File: config.mk
export PLATFORM = sky130hd
export DESIGN_NAME = acs_slot_sequencer
export DESIGN_NICKNAME = d
export VERILOG_FILES = /design/src/acs_pkg.sv /design/src/acs_slot_sequencer.sv
export SDC_FILE = /design/constraint.sdc
export NUM_CORES = 1
export LEC_CHECK = 0
export ABC_AREA = 0
export BUFFER_PORTS_ARGS = -buffer_cell sky130_fd_sc_hd__buf_4
export CAP_MARGIN = 20
export CELL_PAD_IN_SITES_DETAIL_PLACEMENT = 0
export CELL_PAD_IN_SITES_GLOBAL_PLACEMENT = 1
export CORE_AREA = 5 5 143 145
export DETAILED_ROUTE_END_ITERATION = 8
export DIE_AREA = 0 0 148 150
export PLACE_DENSITY = 0.86
export SYNTH_ARGS = -nofsm -noshare
export SYNTH_HDL_FRONTEND = slang
export SYNTH_SLANG_ARGS = --single-unit
File: constraint.sdc
create_clock -name core_clk_i -period 4 [get_ports core_clk_i]
set_input_delay 0.6 -clock core_clk_i [delete_from_list [all_inputs] [get_ports core_clk_i]]
set_output_delay 0.6 -clock core_clk_i [all_outputs]
set_load 0.02 [all_outputs]
File: src/acs_pkg.sv
/*
   acs_pkg: shared constants and types for the converter slot sequencer.
   assumes: included before acs_slot_sequencer; no clock or reset inside.
*/
package acs_pkg;

   // register offsets on the internal register port
   localparam logic [7:0] OFS_EXT_A_RESULT   = 8'h24;
   localparam logic [7:0] OFS_EXT_B_RESULT   = 8'h25;
   localparam logic [7:0] OFS_TEMP_RESULT    = 8'h26;
   localparam logic [7:0] OFS_DIAG_RESULT    = 8'h27;
   localparam logic [7:0] OFS_OFFSET_VALUE   = 8'h28;
   localparam logic [7:0] OFS_CONV_CFG       = 8'h30;
   localparam logic [7:0] OFS_INDEX_CFG      = 8'h31;
   localparam logic [7:0] OFS_TRIGGER        = 8'h32;
   localparam logic [7:0] OFS_STATUS         = 8'h33;

   // slot assignment
   localparam logic [3:0] SLOT_OFFSET        = 4'h0;
   localparam logic [3:0] SLOT_EXT_A         = 4'h1;
   localparam logic [3:0] SLOT_EXT_B         = 4'h2;
   localparam logic [3:0] SLOT_TEMP          = 4'h3;
   localparam logic [3:0] SLOT_DIAG_FIRST    = 4'h4;
   localparam logic [3:0] SLOT_DIAG_OUTPUT   = 4'h8;

   // reset values
   localparam logic [3:0] START_RESET        = 4'h0;
   localparam logic [3:0] STOP_RESET         = 4'h8;
   localparam logic [5:0] CFG_RESET          = 6'h00;

   // field positions
   localparam int TRIG_BIT      = 0;
   localparam int BUSY_BIT      = 0;

   // offset calibration target (mid code minus one)
   localparam logic [11:0] OFFSET_TARGET     = 12'h7FF;
   localparam logic [11:0] CODE_MAX          = 12'hFFF;
   localparam logic [11:0] CODE_ZERO         = 12'h000;

   // timing: converter clock is the oscillator divided down
   localparam int OSC_HZ        = 1228800;
   localparam int ADC_DIV       = 16;
   localparam int ADC_HZ        = OSC_HZ / ADC_DIV;
   localparam int CORE_HZ       = 250000000;
   // least time per converter clock, rounded up
   localparam int ADC_TICK_CYC  = (CORE_HZ + ADC_HZ - 1) / ADC_HZ;
   localparam int CONV_MIN_CLKS = 20;
   localparam int RATE_SLOW_HZ  = 640;
   localparam int RATE_LOW_HZ   = 1280;
   localparam int RATE_MID_HZ   = 2560;
   localparam int RATE_FAST_HZ  = 3840;
   // converter clocks per conversion for each data rate
   localparam logic [7:0] LEN_SLOW = 8'(ADC_HZ / RATE_SLOW_HZ);
   localparam logic [7:0] LEN_LOW  = 8'(ADC_HZ / RATE_LOW_HZ);
   localparam logic [7:0] LEN_MID  = 8'(ADC_HZ / RATE_MID_HZ);
   localparam logic [7:0] LEN_FAST = 8'(ADC_HZ / RATE_FAST_HZ);

   // conversion configuration register
   typedef struct packed {
      logic       offset_correction_skip;
      logic       ext_b_analog_en;
      logic       external_range_select;
      logic [1:0] external_rate_select;
      logic       direct_mode;
   } acs_cfg_t;

   // start and stop index register
   typedef struct packed {
      logic [3:0] stop_index;
      logic [3:0] start_index;
   } acs_index_t;

   // register-side request
   typedef struct packed {
      logic        wr;
      logic        rd;
      logic [7:0]  addr;
      logic [15:0] wdata;
   } acs_req_t;

   // sequencer state
   typedef enum logic [2:0] {
      ST_IDLE  = 3'b001,
      ST_CONV  = 3'b010,
      ST_STORE = 3'b100
   } acs_state_t;

endpackage

File: src/acs_slot_sequencer.sv
/*
   acs_slot_sequencer: sequencer, pacing, offset calibration and result
   registers of a 12-bit diagnostic converter.
   assumes: the analog core converts the slot on mux_sel_o while
   conv_active_o is high and holds its result on conv_result_i at the end;
   the supply comparator and result come from outside the clock domain.
*/
// Summary of operation
// - sixteen slots bounded by start, stop index
// - one-shot converts start through stop once
// - continuous wraps to start while enabled
// - fixed slot order, 9-15 read ground
// - equal indices convert just one slot
// - reset start 0, stop 8
// - unconfigured second input reads zero, time kept
// - start above stop acts as stop=start
// - continuous stops after current slot on 0
// - one-shot pass self-clears trigger bit
// - converter clock oscillator/16, twenty clocks minimum
// - internal slots fixed 2560 Hz, reference scale except slot 8
// - external slots use selected data rate
// - range bit picks double or single scale
// - low output supply blocks wide range
// - output monitor scale follows supply level
// - offset slot stores 7FFh minus result
// - offset subtracted unless skip bit set
// - straight binary twelve-bit results, saturating
// - results land in per-channel registers, slots 4-8 share one
// - busy high while sequence converts
`timescale 1ns/10ps
module acs_slot_sequencer #(
   parameter int TICK_CYC = acs_pkg::ADC_TICK_CYC
) (
   // clock, reset, enable
   input  wire logic              core_clk_i,
   input  wire logic              rst_i,
   input  wire logic              ce_i,
   // register port
   input  wire acs_pkg::acs_req_t reg_req_i,
   output logic [15:0]            reg_rdata_o,
   // analog core
   input  wire logic [11:0]       conv_result_i,
   input  wire logic              supply_high_i,
   output logic [3:0]             mux_sel_o,
   output logic                   conv_active_o,
   output logic                   full_scale_double_o,
   // status
   output logic                   converter_busy_flag_o
);
   import acs_pkg::*;

   acs_state_t  state_ff;
   acs_cfg_t    cfg_ff;
   acs_index_t  index_ff;
   logic        trig_ff;
   logic [3:0]  slot_ff;
   logic [7:0]  adc_cnt_ff;
   logic [11:0] div_cnt_ff;
   logic [15:0] ext_a_ff;
   logic [15:0] ext_b_ff;
   logic [15:0] temp_ff;
   logic [15:0] diag_ff;
   logic [15:0] offset_ff;
   logic [15:0] rdata_ff;
   logic        sup_meta_ff;
   logic        sup_ff;
   logic [11:0] res_meta_ff;
   logic [11:0] res_ff;
   logic [3:0]  eff_stop;
   logic [7:0]  slot_len;
   logic        tick;
   logic        last_slot;
   logic        trig_set;
   logic        wr_cfg;
   logic        wr_index;
   logic [11:0] nxt_result;

   // converter clocks for one conversion of a slot
   function automatic logic [7:0] conv_len(input logic [3:0] slot, input logic [1:0] rate);
      logic [7:0] len;
      len = LEN_MID;
      if (slot == SLOT_EXT_A || slot == SLOT_EXT_B) begin
         unique case (rate)
            2'h0: len = LEN_SLOW;
            2'h1: len = LEN_LOW;
            2'h2: len = LEN_MID;
            2'h3: len = LEN_FAST;
         endcase
      end
      return len;
   endfunction

   // outside levels pass two flops
   always_ff @(posedge core_clk_i or posedge rst_i) begin
      if (rst_i) begin
         sup_meta_ff <= 1'b0;
         sup_ff      <= 1'b0;
         res_meta_ff <= 12'h000;
         res_ff      <= 12'h000;
      end else if (ce_i) begin
         sup_meta_ff <= supply_high_i;
         sup_ff      <= sup_meta_ff;
         res_meta_ff <= conv_result_i;
         res_ff      <= res_meta_ff;
      end
   end

   // decode and derived terms
   assign wr_cfg    = reg_req_i.wr && reg_req_i.addr == OFS_CONV_CFG;
   assign wr_index  = reg_req_i.wr && reg_req_i.addr == OFS_INDEX_CFG;
   assign trig_set  = reg_req_i.wr && reg_req_i.addr == OFS_TRIGGER
                      && reg_req_i.wdata[TRIG_BIT];
   assign eff_stop  = (index_ff.start_index > index_ff.stop_index) ?
                      index_ff.start_index : index_ff.stop_index;
   assign last_slot = slot_ff == eff_stop;
   assign slot_len  = conv_len(slot_ff, cfg_ff.external_rate_select);
   assign tick      = div_cnt_ff == 12'(TICK_CYC - 1);

   // configuration registers, reset to full real-channel range
   always_ff @(posedge core_clk_i or posedge rst_i) begin
      if (rst_i) begin
         cfg_ff   <= acs_cfg_t'(CFG_RESET);
         index_ff <= '{stop_index: STOP_RESET, start_index: START_RESET};
      end else if (ce_i) begin
         if (wr_cfg) begin
            cfg_ff <= acs_cfg_t'(reg_req_i.wdata[5:0]);
            // range bit cannot be set while supply is low
            cfg_ff.external_range_select <= reg_req_i.wdata[3] && sup_ff;
         end
         if (wr_index) begin
            index_ff <= acs_index_t'(reg_req_i.wdata[7:0]);
         end
      end
   end

   // trigger bit: a write of one wins over the self-clear
   always_ff @(posedge core_clk_i or posedge rst_i) begin
      if (rst_i) begin
         trig_ff <= 1'b0;
      end else if (ce_i) begin
         if (trig_set) begin
            trig_ff <= 1'b1;
         end else if (reg_req_i.wr && reg_req_i.addr == OFS_TRIGGER) begin
            trig_ff <= 1'b0;
         end else if (state_ff == ST_STORE && last_slot && cfg_ff.direct_mode) begin
            trig_ff <= 1'b0;
         end
      end
   end

   // sequencer state and slot pointer
   always_ff @(posedge core_clk_i or posedge rst_i) begin
      if (rst_i) begin
         state_ff <= ST_IDLE;
         slot_ff  <= START_RESET;
      end else if (ce_i) begin
         unique case (state_ff)
            ST_IDLE: begin
               if (trig_ff) begin
                  state_ff <= ST_CONV;
                  slot_ff  <= index_ff.start_index;
               end
            end
            ST_CONV: begin
               if (tick && adc_cnt_ff == slot_len - 8'h01) begin
                  state_ff <= ST_STORE;
               end
            end
            ST_STORE: begin
               if (!trig_ff) begin
                  state_ff <= ST_IDLE;
               end else if (last_slot && cfg_ff.direct_mode) begin
                  state_ff <= ST_IDLE;
               end else if (last_slot) begin
                  state_ff <= ST_CONV;
                  slot_ff  <= index_ff.start_index;
               end else begin
                  state_ff <= ST_CONV;
                  slot_ff  <= slot_ff + 4'h1;
               end
            end
            default: begin
               state_ff <= ST_IDLE;
            end
         endcase
      end
   end

   // converter clock divider restarts with each slot
   always_ff @(posedge core_clk_i or posedge rst_i) begin
      if (rst_i) begin
         div_cnt_ff <= 12'h000;
         adc_cnt_ff <= 8'h00;
      end else if (ce_i) begin
         if (state_ff != ST_CONV) begin
            div_cnt_ff <= 12'h000;
            adc_cnt_ff <= 8'h00;
         end else if (tick) begin
            div_cnt_ff <= 12'h000;
            adc_cnt_ff <= adc_cnt_ff + 8'h01;
         end else begin
            div_cnt_ff <= div_cnt_ff + 12'h001;
         end
      end
   end

   // offset correction and saturation to straight binary
   always_comb begin
      logic signed [13:0] diff;
      diff = $signed({2'b00, res_ff}) - $signed(offset_ff[13:0]);
      if (cfg_ff.offset_correction_skip) begin
         diff = $signed({2'b00, res_ff});
      end
      if (diff < 0) begin
         nxt_result = CODE_ZERO;
      end else if (diff > $signed({2'b00, CODE_MAX})) begin
         nxt_result = CODE_MAX;
      end else begin
         nxt_result = diff[11:0];
      end
      if (slot_ff == SLOT_EXT_B && !cfg_ff.ext_b_analog_en) begin
         nxt_result = CODE_ZERO;
      end
   end

   // result and offset registers
   always_ff @(posedge core_clk_i or posedge rst_i) begin
      if (rst_i) begin
         ext_a_ff  <= 16'h0000;
         ext_b_ff  <= 16'h0000;
         temp_ff   <= 16'h0000;
         diag_ff   <= 16'h0000;
         offset_ff <= 16'h0000;
      end else if (ce_i && state_ff == ST_STORE) begin
         if (slot_ff == SLOT_OFFSET) begin
            offset_ff <= 16'($signed({1'b0, OFFSET_TARGET}) - $signed({1'b0, res_ff}));
         end else if (slot_ff == SLOT_EXT_A) begin
            ext_a_ff <= {4'h0, nxt_result};
         end else if (slot_ff == SLOT_EXT_B) begin
            ext_b_ff <= {4'h0, nxt_result};
         end else if (slot_ff == SLOT_TEMP) begin
            temp_ff <= {4'h0, nxt_result};
         end else if (slot_ff <= SLOT_DIAG_OUTPUT) begin
            diag_ff <= {4'h0, nxt_result};
         end
      end
   end

   // register read data, one cycle after the read strobe
   always_ff @(posedge core_clk_i or posedge rst_i) begin
      if (rst_i) begin
         rdata_ff <= 16'h0000;
      end else if (ce_i && reg_req_i.rd) begin
         unique case (reg_req_i.addr)
            OFS_EXT_A_RESULT: rdata_ff <= ext_a_ff;
            OFS_EXT_B_RESULT: rdata_ff <= ext_b_ff;
            OFS_TEMP_RESULT:  rdata_ff <= temp_ff;
            OFS_DIAG_RESULT:  rdata_ff <= diag_ff;
            OFS_OFFSET_VALUE: rdata_ff <= offset_ff;
            OFS_CONV_CFG:     rdata_ff <= {10'h000, cfg_ff};
            OFS_INDEX_CFG:    rdata_ff <= {8'h00, index_ff};
            OFS_TRIGGER:      rdata_ff <= {15'h0000, trig_ff};
            OFS_STATUS:       rdata_ff <= {15'h0000, state_ff != ST_IDLE};
            default:          rdata_ff <= 16'h0000;
         endcase
      end
   end

   // outputs toward analog core and host
   assign reg_rdata_o           = rdata_ff;
   assign mux_sel_o             = slot_ff;
   assign conv_active_o         = state_ff == ST_CONV;
   assign converter_busy_flag_o = state_ff != ST_IDLE;
   // external slots: range bit; output monitor: supply level
   assign full_scale_double_o   =
      ((slot_ff == SLOT_EXT_A || slot_ff == SLOT_EXT_B)
       && !cfg_ff.external_range_select && sup_ff)
      || (slot_ff == SLOT_DIAG_OUTPUT && sup_ff);

   // helper: core cycles spent in the current conversion, saturating
   logic [15:0] conv_cyc_ff;
   always_ff @(posedge core_clk_i or posedge rst_i) begin
      if (rst_i) begin
         conv_cyc_ff <= 16'h0000;
      end else if (ce_i) begin
         if (state_ff != ST_CONV) begin
            conv_cyc_ff <= 16'h0000;
         end else if (conv_cyc_ff != 16'hFFFF) begin
            conv_cyc_ff <= conv_cyc_ff + 16'h0001;   // slow rates exceed 16 bits
         end
      end
   end
endmodule

* Yosys cells after proc, flatten, opt, wreduce, memory -nomap -nowiden *
Cells that the tools add are included.

storage, ports and cells
  memory bits (writable) = 0
  memories = 0
  latch bits = 0
  flip-flop bits (word level) = 148
  word-level logic and storage cells = 124
  bits in read-only memories = 0
  output and inout port bits = 23

operators by class
  equality and inequality tests = 28
  reduce and logical (&&, ||, !) cells = 35
  order comparisons = 4
  $add $sub $neg = 6
  multiply operators = 0
  shift operators = 0
  div/mod/pow operators = 0
  bitwise operators = 4
  mux-type cells = 25

operators by type and width
  cell                                                             count
  one-hot mux 16 bit (9 select lines)                              1
  equality test 8 x 6 -> 1 bit, second input constant              9
  two-way mux 12 bit                                               5
  one-hot mux 8 bit (4 select lines)                               1
  two-way mux 8 bit                                                3
  two-way mux 4 bit                                                5
  logical AND 1 bit                                                15
  greater-than comparator 14 x 13 -> 1 bit, second input constant  1
  less-than comparator 14 x 1 -> 1 bit, second input constant      1
  two-way mux 14 bit                                               1
  subtractor 13 x 14 -> 14 bit                                     1
  subtractor 11 x 12 -> 13 bit, first input constant               1
  adder 12 x 1 -> 12 bit, second input constant                    1
  equality test 12 bit, second input constant                      1
  AND reduction 2 bit                                              5
  AND reduction 5 bit                                              2
  one-hot mux 3 bit (3 select lines)                               1
  adder 8 x 1 -> 8 bit, second input constant                      1
  equality test 4 x 2 -> 1 bit, second input constant              2
  equality test 8 bit                                              1
  one-hot mux 4 bit (2 select lines)                               1
  subtractor 8 x 1 -> 8 bit, second input constant                 1
  two-way mux 3 bit                                                2
  inequality test 2 bit, second input constant                     3
  26 further kinds                                                 37

* Depth between registers and ports, before layout *
Gate-level depths: netlist of run 1.

  depth in word-level cells = 8
  depth in mapped cells = 13

* Worst setup path after synthesis of run 1 *
OpenSTA, ideal clock, no wires.

  path kind = reg-to-reg
  from = reg slot_ff[0], in the netlist mux_sel_o[0]
  to = reg state_ff[1]
  period minus slack after synthesis = 2.917 ns
  setup slack = 1.083 ns
  cell stages (with the launch flop) = 14
  path buffers = 1
  arrival time = 2.796 ns
  data required time = 3.880 ns
  setup time = 0.120 ns
  path through = dfrtp_1 -> inv_1 -> ha_1 -> o21ai_0 -> clkbuf_1 -> nor3_1 -> ha_1 -> xnor2_1 -> nand2_1 -> nor2_1 -> o21ai_0 -> o21ai_0 -> o2111ai_1 -> a31o_2

on the way
  word-level cells in the longest chain between the ends = 8

RTL lines
  what                                                                                 line                       text
  start, declared                                                                      acs_slot_sequencer.sv:56   logic [3:0] slot_ff;
  start signal, assigned                                                               acs_slot_sequencer.sv:161  slot_ff <= index_ff.start_index;
  start signal, assigned                                                               acs_slot_sequencer.sv:176  slot_ff <= index_ff.start_index;
  start signal, assigned                                                               acs_slot_sequencer.sv:179  slot_ff <= slot_ff + 4'h1;
  equality test 4 x 1 -> 1 bit / equality test 4 x 2 -> 1 bit (equally long branches)  acs_slot_sequencer.sv:82   if (slot == SLOT_EXT_A || slot == SLOT_EXT_B) begin
  logical OR 1 bit                                                                     acs_slot_sequencer.sv:82
  two-way mux 8 bit                                                                    acs_slot_sequencer.sv:82
  subtractor 8 x 1 -> 8 bit                                                            acs_slot_sequencer.sv:165  if (tick && adc_cnt_ff == slot_len - 8'h01) begin
  equality test 8 bit                                                                  acs_slot_sequencer.sv:165
  logical AND 1 bit                                                                    acs_slot_sequencer.sv:165
  inequality test 2 x 1 -> 1 bit (no source line)                                      -
  AND reduction 3 bit (no source line)                                                 -
  end signal, assigned                                                                 acs_slot_sequencer.sv:166  state_ff <= ST_STORE;
  end signal, assigned                                                                 acs_slot_sequencer.sv:171  state_ff <= ST_IDLE;
  end signal, assigned                                                                 acs_slot_sequencer.sv:173  state_ff <= ST_IDLE;
  end, declared                                                                        acs_slot_sequencer.sv:52   acs_state_t state_ff;

Parallel ways exist; a longest one is shown, timed or not.
A chain may end at the register's enable or synchronous reset.

* Final worst setup path of run 1 *
Ends and elaborated chain as after synthesis.

==> results.py, run 1 <==
metrics = {
    "global_routing": {
        "antenna_found_initial": 0,
        "grt_max_degree": 142,
        "grt_usage_pct": 18.4,
        "grt_overflow": 0,
        "grt_pass1_vias": 6074,
        "grt_pass1_wl_um": 32400,
    },
    "routing": {
        "vias": 6254,
        "via_per_inst": 5.69,
        "drt_iter0_markers": 540,
        "wl_per_cell_um": 17.8,
        "ant_nets": 0,
        "remaining_drc_errors": 0,
        "wirelength_um": 19500,
        "drtPass1Iterations": 5,
    },
    "layout": {
        "areaGrowthSynthToFinish_pct": 15.9,
        "drive_gt1_share_pct": 20.7,
        "final_nets": 915,
        "diodes": 0,
        "finalNonFillerCells": 1099,
        "n_fill_cell": 1768,
    },
    "cts": {
        "clock_latency_ps": 430,
        "cts_hold_buffers": 0,
        "cts_buffer_depth": 2,
        "root_buffer": "clkbuf_16",
        "cts.clk_slew.worst_paths_ps": 60,
        "cts_buffers": 17,
        "clkSinkCount": 141,
        "tritoncts": "done",
        "cts_resized": 0,
        "htreeDepth": 4,
        "post_cts_buffers": 0,
    },
    "power_and_ir_drop": {
        "powerDensity_nw_per_um2": 420,
        "switchingPower_mw": 1.10,
        "finalPower_mw": 3.89,
        "p_seq_share_pct": 40.4,
        "p_leak_nw": 3.97,
        "switching_share_pct": 28.2,
        "ir_drop_mv": 0.306,
        "pwr-share-clk_pct": 43.6,
        "power.internal_mw": 2.80,
        "p_comb_share_pct": 16.0,
    },
    "run_status": {
        "status": "finished clean",
    },
    "sta": {
        "setup_slack_ps": 824,
        "fin_hold_ws_ps": 361,
        "worstMarginPinSlew_ps": 816,
        "clock.fmax_mhz": 315,
        "finalMaxSlewViolations": 0,
        "setup_violations": 0,
        "fin_worst_skew_ps": 8.07,
        "fin_crit_ps": 3180,
        "max_slew_margin_pct": 44.8,
        "rsz0062_at_grt": "false",
        "final-hold-violation-count": 0,
        "tns_ps": 0,
        "period_share_pct": 79.4,
    },
    "setup_path": {
        "crit_path_cell_trace": "inv_1 > ha_1 > o21ai_0 > a21oi_1 > ha_1 > xnor2_1 > nand2_1 > nor2_1 > o21ai_0 > o21ai_0 > o2111ai_1 > a31o_2",
        "crit_top_cell": "o21ai_0",
        "cp_slowest_cell": "dfrtp_1",
        "critPathLaunchType": "flop",
        "cp_max_fo": 9,
        "required_ps": 4320,
        "cp-end-kind": "flop",
        "critPathTopFamily": "compound AO/OA/AOI/OAI gates",
        "slowest_delay_ps": 550,
        "worst-path-buf-inv": 1,
        "crit_type": "reg -> reg",
        "cp.arrival_ps": 3490,
    },
    "placed_design": {
        "gp_congestion": 0.869,
        "dp_hpwl_um": 13700,
        "portBuffers": 56,
        "place_ws_ps": 870,
        "placed_cells": 1067,
    },
    "logic_synthesis": {
        "synth_edf_count": 0,
        "ys.warnings.count": 0,
        "synthFlopType": "dfrtp_1",
        "yosys_register_bits": 141,
        "ys_seq_area_share_pct": 44.1,
        "synthesis.nets": 871,
        "ys_types": 79,
        "yosysTopAreaCellShare_pct": 43.5,
        "synth_cells": 804,
        "synth_most_common_cell": "dfrtp_1",
        "synth.avg_cell_area_um2": 9.95,
        "synth_area_um2": 8000,
        "yosysTopAreaCell": "dfrtp_1",
        "synthTopCellsByCount": "dfrtp_1 (139), nand2_1 (94), o21ai_0 (70), nor2_1 (64), mux2_2 (35)",
        "ys_top_cells_by_area": "dfrtp_1 (43%), mux2_2 (4.9%), nand2_1 (4.4%), o21ai_0 (4.4%), ha_1 (3.8%)",
        "synth-async-reset-ratio_pct": 100,
    },
    "floorplanning": {
        "rows": 51,
        "start_util_pct": 41.9,
        "dieHeight_um": 150,
        "die-area_um2": 22200,
        "die_w_um": 148,
        "num_io_pins": 65,
        "core-area_um2": 19100,
    },
    "worst_hold_path": {
        "min_path_type": "in -> async",
    },
    "job": {
        "cap_violations": 0,
    },
}
flip-flops by register name (all words and copies together) (netlist names):
name,cells
adc_cnt_ff,8
cfg_ff,6
diag_ff,12
div_cnt_ff,12
ext_a_ff,12
ext_b_ff,12
index_ff,8
mux_sel_o,4
offset_ff,12
reg_rdata_o,13
res_ff,12
res_meta_ff,12
state_ff,3
sup_ff,1
sup_meta_ff,1
temp_ff,12
trig_ff,1
logic make-up (layout without fill, tap and decap cells):
kind of cell             Yosys count  in the layout  share of synthesized area (%)
AO/OA/AOI/OAI                    193            193                           16.8
XOR/XNOR                          32             32                           3.60
adder cells (fa/ha/maj)           25             25                           4.01
buffers and inverters             75            132                           3.88
flip-flops                       141            141                           44.1
multiplexers                      61             61                           10.4
AND/OR/NAND/NOR                  277            277                           17.2
power by group through the flow:
stage               combinational [mW]  sequential (mW)  clock (mW)
floorplan                        0.464             1.56           0
global placement                 0.609             1.59           0
detailed placement               0.617             1.60           0
CTS                              0.624             1.57        1.73
global route                     0.690             1.58        1.79
finish                           0.622             1.57        1.70
layer usage:
layer | wire length [um] | vias to the layer above | global-route usage (%)
met5 | 0 | - | 0
met2 | 8680 | 147 | 27.8
met1 | 9540 | 3069 | 26.9
li1 | - | 3014 | -
met4 | 342 | 0 | 6.10
met3 | 958 | 24 | 3.12
stage by stage:
step | utilization [%] | area (um2)
floorplan | - | 8000
global placement | 45.3 | 8640
detailed placement | 45.3 | 8640
CTS | 48.6 | 9270
global route | 48.6 | 9270
finish | 48.6 | 9270
final timing paths:
check	slack, ps	start	depth (start not counted)	end
max reg2reg	820	mux_sel_o[0]$_DFFE_PP0P_	12	state_ff[1]$_DFFE_PP0P_
min reg2reg	470	diag_ff[1]$_DFFE_PP0P_	2	diag_ff[1]$_DFFE_PP0P_
max in group asynchronous	3000	rst_i	3	res_ff[9]$_DFFE_PP0P_
min	360	rst_i	3	reg_rdata_o[7]$_DFFE_PP0P_
min in group core_clk_i	410	reg_req_i[6]	2	index_ff[6]$_DFFE_PP0P_
max	820	mux_sel_o[0]$_DFFE_PP0P_	12	state_ff[1]$_DFFE_PP0P_
area by class of cell:
type | count | area, um2 | share of cell area [%]
Multi-Input combinational cell | 588 | 4170 | 45.0
Sequential cell | 141 | 3530 | 38.1
Timing Repair Buffer | 66 | 508 | 5.48
Clock buffer | 19 | 443 | 4.78
Tap cell | 238 | 298 | 3.21
Clock inverter | 13 | 190 | 2.05
Inverter | 34 | 131 | 1.42
placed cells by master, fill, tap and decap left out, types with 8 or more instances in the layout:
master and n:
a21o_1 8, a21oi_1 30, a221o_1 8, a222oi_1 9, a22oi_1 8, and3_1 9
buf_4 65, clkbuf_16 17, dfrtp_1 139, ha_1 24, inv_1 32, mux2_2 35
mux2i_1 12, mux4_2 13, nand2_1 94, nand2b_1 8, nand3_1 18, nand4_1 15
nor2_1 64, nor2b_1 8, nor3_1 17, o21ai_0 70, o31ai_1 8, xnor2_1 12
xor2_1 19
worst min-delay path: stages:
cell and delay [ps]:
buf_4 120, clkinvlp_4 70, buf_12 490
No activity file was read; power rests on OpenSTA's default activity.
==> run 2: changes to the inputs <==
--- a/config.mk
+++ b/config.mk
@@ -10,9 +10,9 @@
 export CAP_MARGIN = 20
 export CELL_PAD_IN_SITES_DETAIL_PLACEMENT = 0
 export CELL_PAD_IN_SITES_GLOBAL_PLACEMENT = 1
-export CORE_AREA = 5 5 143 145
+export CORE_AREA = 5 5 140 142
 export DETAILED_ROUTE_END_ITERATION = 8
-export DIE_AREA = 0 0 148 150
+export DIE_AREA = 0 0 145 147
 export PLACE_DENSITY = 0.86
 export SYNTH_ARGS = -nofsm -noshare
 export SYNTH_HDL_FRONTEND = slang
==> constraint.sdc (replaced) <==
create_clock -name core_clk_i -period 3.2 [get_ports core_clk_i]
set_input_delay 0.48 -clock core_clk_i [delete_from_list [all_inputs] [get_ports core_clk_i]]
set_output_delay 0.48 -clock core_clk_i [all_outputs]
set_load 0.02 [all_outputs]
==> run 2 against run 1 <==
Against the previous run: critical endpoint is now diag_ff[11]$_DFFE_PP0P_; wire length increased by 0.68%; die area down 4.0%; total power increased by 25%; worst setup slack worse by 690 ps; worst hold slack worse by 350 ps; first-iteration DRC count rose by 4.4%; sequential cell count stayed put; critical path type unchanged; non-clock buffer count up 16; critical path depth down 1; global-route usage grew 0.41 points.
==> results.py, run 2 (same netlist as run 1, synthesis figures left out) <==
metrics = {
    "floorplanning": {
        "core-area_um2": 18300,
        "dieHeight_um": 147,
        "start_util_pct": 43.6,
        "die-area_um2": 21300,
        "rows": 50,
        "die_w_um": 145,
        "num_io_pins": 65,
    },
    "cts": {
        "cts_buffers": 17,
        "htreeDepth": 4,
        "cts_buffer_depth": 2,
        "cts.clk_slew.worst_paths_ps": 60,
        "clkSinkCount": 141,
        "tritoncts": "done",
        "cts_hold_buffers": 0,
        "clock_latency_ps": 420,
        "root_buffer": "clkbuf_16",
    },
    "global_routing": {
        "grt_max_degree": 91,
        "grt_overflow": 0,
        "grt_pass1_wl_um": 32900,
        "grt_usage_pct": 18.8,
        "grt_pass1_vias": 6195,
        "antenna_found_initial": 0,
    },
    "job": {
        "cap_violations": 0,
    },
    "layout": {
        "areaGrowthSynthToFinish_pct": 17.3,
        "final_common_cell": "dfrtp_1",
        "fin_area_um2": 9380,
        "diodes": 0,
        "drive_gt1_share_pct": 22.1,
        "largest_reg_flops": 13,
        "mostFrequentLayoutCells": "dfrtp_1 (139), nand2_1 (94), buf_4 (81)",
        "final_nets": 931,
    },
    "placed_design": {
        "gp_congestion": 0.860,
        "placed_cell_area_um2": 8750,
        "portBuffers": 56,
        "place_ws_ps": 121,
        "dp_hpwl_um": 14100,
    },
    "setup_path": {
        "required_ps": 3450,
        "cp_max_fo": 7,
        "crit-reg2reg-launch": "res_ff[0]$_DFFE_PP0P_",
        "critPathLaunchType": "flop",
        "r2r_cells": 11,
        "rr_endpoint": "diag_ff[11]$_DFFE_PP0P_",
        "cp.arrival_ps": 3320,
        "cp-end-kind": "flop",
        "crit_type": "reg -> reg",
        "rrSetupSlack_ps": 130,
    },
    "routing": {
        "vias": 6325,
        "wl_per_cell_um": 17.7,
        "ant_nets": 0,
        "via_per_inst": 5.70,
        "remaining_drc_errors": 0,
        "drtPass1Iterations": 5,
        "wirelength_um": 19700,
        "drt_iter0_markers": 564,
    },
    "sta": {
        "rsz0062_at_grt": "true",
        "setup_slack_ps": 132,
        "clock.fmax_mhz": 326,
        "worstMarginPinSlew_ps": 815,
        "fin_hold_ws_ps": 12.0,
        "max_slew_margin_pct": 44.8,
        "finalMaxSlewViolations": 0,
        "period_share_pct": 95.9,
        "setup_violations": 0,
        "fin_crit_ps": 3070,
        "fin_worst_skew_ps": 8.22,
        "final-hold-violation-count": 0,
    },
    "power_and_ir_drop": {
        "switchingPower_mw": 1.33,
        "p_comb_share_pct": 17.6,
        "ir_drop_mv": 0.362,
        "switching_share_pct": 27.5,
        "p_seq_share_pct": 39.6,
        "power.internal_mw": 3.51,
        "powerDensity_nw_per_um2": 517,
        "pwr-share-clk_pct": 42.7,
        "p_leak_nw": 4.05,
    },
    "worst_hold_path": {
        "min_path_type": "in -> async",
    },
    "run_status": {
        "status": "finished clean",
    },
}
==> run 2: cell types whose count changed in the layout (fill, tap and decap cells not counted), sizes merged <==
cell / change
buf: +16
clkbuf: +1
clkinv: -1
clkinvlp: -1
==> run 2: worst max-delay path: stages, from the launching register on <==
cell and delay [ps]:
dfrtp_1 390, inv_1 70, ha_1 160, inv_1 50, fa_1 390, a21o_1 230
a221o_1 390, a221oi_4 350, xnor2_2 240, nand3_1 200, a22oi_2 260, o21ai_0 160
==> run 2: per-stage QoR <==
stage               total power, mW  cells  util (%)  TNS (ps)
detailed placement             2.80   1079      47.7         0
global route                   5.06   1110      51.2     -60.7
CTS                            4.88   1110      51.1         0
global placement               2.79   1079      47.7         0
finish                         4.85   1110      51.2         0
floorplan                      2.53    804         -         0
==> run 2: worst max-delay path by stage <==
stage / start / to / slack (ps)
global route: res_ff[0]$_DFFE_PP0P_ / diag_ff[11]$_DFFE_PP0P_ / -40
CTS: res_ff[0]$_DFFE_PP0P_ / diag_ff[11]$_DFFE_PP0P_ / 30
floorplan: mux_sel_o[0]$_DFFE_PP0P_ / state_ff[1]$_DFFE_PP0P_ / 280
finish: res_ff[0]$_DFFE_PP0P_ / diag_ff[11]$_DFFE_PP0P_ / 130
global placement: res_ff[0]$_DFFE_PP0P_ / diag_ff[11]$_DFFE_PP0P_ / 210
detailed placement: res_ff[0]$_DFFE_PP0P_ / diag_ff[11]$_DFFE_PP0P_ / 120
==> run 2: routing by layer <==
layer | global-route usage (%) | vias up | part of all wire, %
met5 | 0 | - | 0
met4 | 5.51 | 0 | 1.5
met3 | 4.78 | 26 | 6.4
met2 | 28.4 | 200 | 45
met1 | 26.8 | 3048 | 47
li1 | - | 3051 | -
==> run 2: what timing repair did <==
item	CTS	global route
buffers inserted	0	0
resized for setup	0	2
endpoints found under the setup margin	0	6
==> run 2: cell type report <==
class / count / area, um2
flip-flops and latches: 141 / 3530
repair buffers: 82 / 628
clock inverters: 11 / 166
clock buffers: 20 / 447
well taps: 234 / 293
inverters: 34 / 131
fillers: 1678 / 8950
multi-input cells: 588 / 4180
==> run 2: power groups by stage <==
stage               registers, mW  clock network, mW  logic [mW]
CTS                          1.92               2.11       0.852
floorplan                    1.95                  0       0.580
global route                 1.93               2.19       0.946
detailed placement           1.95                  0       0.845
global placement             1.95                  0       0.841
finish                       1.92               2.07       0.855
==> run 3: changes to the inputs <==
--- a/config.mk
+++ b/config.mk
@@ -10,9 +10,9 @@
 export CAP_MARGIN = 20
 export CELL_PAD_IN_SITES_DETAIL_PLACEMENT = 0
 export CELL_PAD_IN_SITES_GLOBAL_PLACEMENT = 1
-export CORE_AREA = 5 5 140 142
+export CORE_AREA = 5 5 195 103
 export DETAILED_ROUTE_END_ITERATION = 8
-export DIE_AREA = 0 0 145 147
+export DIE_AREA = 0 0 200 108
 export PLACE_DENSITY = 0.86
 export SYNTH_ARGS = -nofsm -noshare
 export SYNTH_HDL_FRONTEND = slang
==> run 3 against run 2 <==
Against the previous run: worst setup slack got worse by 21 ps; sequential power hardly changed; worst hold slack better by 190 ps; clock skew up 0.75 ps; fmax shrank 0.69%; critical endpoint is now diag_ff[9]$_DFFE_PP0P_; largest power group unchanged.
==> results.py, run 3 (same netlist as run 1, synthesis figures left out) <==
metrics = {
    "layout": {
        "multi_input_area_um2": 4180,
        "finalNonFillerCells": 1130,
        "drive_gt1_share_pct": 23.6,
        "areaGrowthSynthToFinish_pct": 18.3,
        "fin_area_um2": 9460,
        "diodes": 0,
        "final_common_cell": "dfrtp_1",
        "n_fill_cell": 1655,
        "mostFrequentLayoutCells": "dfrtp_1 (139), nand2_1 (94), buf_4 (94)",
        "regArea_um2": 3530,
        "largest_reg_flops": 13,
        "final_nets": 944,
    },
    "placed_design": {
        "placed_cells": 1097,
        "gp_congestion": 0.908,
        "dp_hpwl_um": 16900,
        "place_ws_ps": 85.8,
        "placed_cell_area_um2": 8850,
        "portBuffers": 56,
    },
    "floorplanning": {
        "die_w_um": 200,
        "core-area_um2": 18000,
        "start_util_pct": 44.3,
        "rows": 35,
        "die-area_um2": 21600,
        "dieHeight_um": 108,
        "num_io_pins": 65,
    },
    "routing": {
        "vias": 6593,
        "via_per_inst": 5.83,
        "drtPass1Iterations": 6,
        "ant_nets": 0,
        "remaining_drc_errors": 0,
        "wl_per_cell_um": 20.1,
        "wirelength_um": 22700,
        "drt_iter0_markers": 647,
    },
    "global_routing": {
        "grt_pass1_vias": 6118,
        "grt_max_degree": 56,
        "grt_overflow": 0,
        "antenna_found_initial": 0,
        "grt_usage_pct": 21.8,
        "grt_pass1_wl_um": 36100,
    },
    "sta": {
        "max_slew_margin_pct": 42.9,
        "rsz0062_at_grt": "true",
        "final-hold-violation-count": 0,
        "fin_crit_ps": 3090,
        "clock.fmax_mhz": 324,
        "setup_violations": 0,
        "finalMaxSlewViolations": 0,
        "fin_worst_skew_ps": 8.96,
        "setup_slack_ps": 111,
        "worstMarginPinSlew_ps": 854,
        "period_share_pct": 96.5,
    },
    "setup_path": {
        "cp.arrival_ps": 3370,
        "crit_top_cell": "inv_1",
        "cp_max_fo": 7,
        "crit_type": "reg -> reg",
        "cp_slowest_cell": "dfrtp_1",
        "worst-path-buf-inv": 3,
        "crit_path_cell_trace": "inv_1 > ha_1 > inv_1 > fa_1 > a21o_1 > a221o_1 > a221oi_4 > xnor2_2 > nand4_1 > a22oi_2 > buf_4 > o21ai_0",
        "cp-end-kind": "flop",
        "critPathTopFamily": "compound AO/OA/AOI/OAI gates",
        "slowest_delay_ps": 400,
        "critPathLaunchType": "flop",
        "required_ps": 3480,
    },
    "power_and_ir_drop": {
        "finalPower_mw": 4.85,
        "ir_drop_mv": 0.368,
        "p_leak_nw": 4.10,
        "powerDensity_nw_per_um2": 513,
    },
    "cts": {
        "root_buffer": "clkbuf_16",
        "htreeDepth": 4,
        "cts_buffers": 17,
        "tritoncts": "done",
        "cts_buffer_depth": 2,
        "cts_hold_buffers": 0,
        "clkSinkCount": 141,
        "clock_latency_ps": 430,
        "cts.clk_slew.worst_paths_ps": 70,
    },
    "job": {
        "cap_violations": 0,
    },
    "run_status": {
        "status": "finished clean",
    },
    "worst_hold_path": {
        "min_path_type": "in -> async",
    },
}
==> run 3: changes by cell type in the layout (fill, tap and decap cells not counted), sizes merged <==
| cell | delta |
|---|---|
| clkinv | +2 |
| inv | +1 |
| buf | +13 |
| bufinv | -2 |
| clkbuf | -1 |
| clkinvlp | +1 |
==> run 3: per-layer routing <==
metal | up-vias | part of all wire [%] | global-route usage (%)
li1 | 3089 | - | -
met5 | - | 0 | 0
met1 | 3148 | 51 | 36.3
met4 | 0 | 0.90 | 4.60
met2 | 336 | 34 | 24.7
met3 | 20 | 14 | 9.18
==> run 3: report_power, final <==
part / internal (mW) / leakage [nW] / total (mW) / switching (mW)
Clock: 1.17 / 0.277 / 2.00 / 0.823
Combinational: 0.370 / 1.96 / 0.938 / 0.568
Sequential: 1.85 / 1.86 / 1.92 / 0.0715
Total: 3.39 / 4.10 / 4.85 / 1.46
==> run 3: repair_timing <==
item                       CTS  global route
gates resized for setup      0             3
hold endpoints to repair     0             0
buffers inserted             0             1
setup endpoints to repair    0            10
==> run 3: through the flow <==
step	TNS (ps)	hold WS (ps)	utilization (%)
after floorplan	0	444	-
after global placement	0	461	49.0
after detailed placement	0	468	49.0
after CTS	0	214	52.3
after global routing	-63.5	268	52.4
final	0	199	52.4
==> run 3: worst paths after layout <==
kind	start	end	slack (ps)	cells past startpoint
min in group core_clk_i	reg_req_i[2]	cfg_ff[2]$_DFFE_PP0P_	260	3
max in group asynchronous	rst_i	index_ff[7]$_DFFE_PP1P_	2120	3
hold reg to reg	diag_ff[8]$_DFFE_PP0P_	diag_ff[8]$_DFFE_PP0P_	470	2
hold / removal	rst_i	reg_rdata_o[11]$_DFFE_PP0P_	200	2
setup reg to reg	res_ff[0]$_DFFE_PP0P_	diag_ff[9]$_DFFE_PP0P_	110	12
setup / recovery	res_ff[0]$_DFFE_PP0P_	diag_ff[9]$_DFFE_PP0P_	110	12
==> run 3: layout make-up <==
| type | count | share of cell area, % |
|---|---|---|
| Multi-Input combinational cell | 588 | 44.2 |
| Sequential cell | 141 | 37.3 |
| Timing Repair Buffer | 95 | 7.67 |
| Clock buffer | 19 | 4.68 |
| Tap cell | 240 | 3.18 |
| Clock inverter | 13 | 1.51 |
| Inverter | 34 | 1.39 |
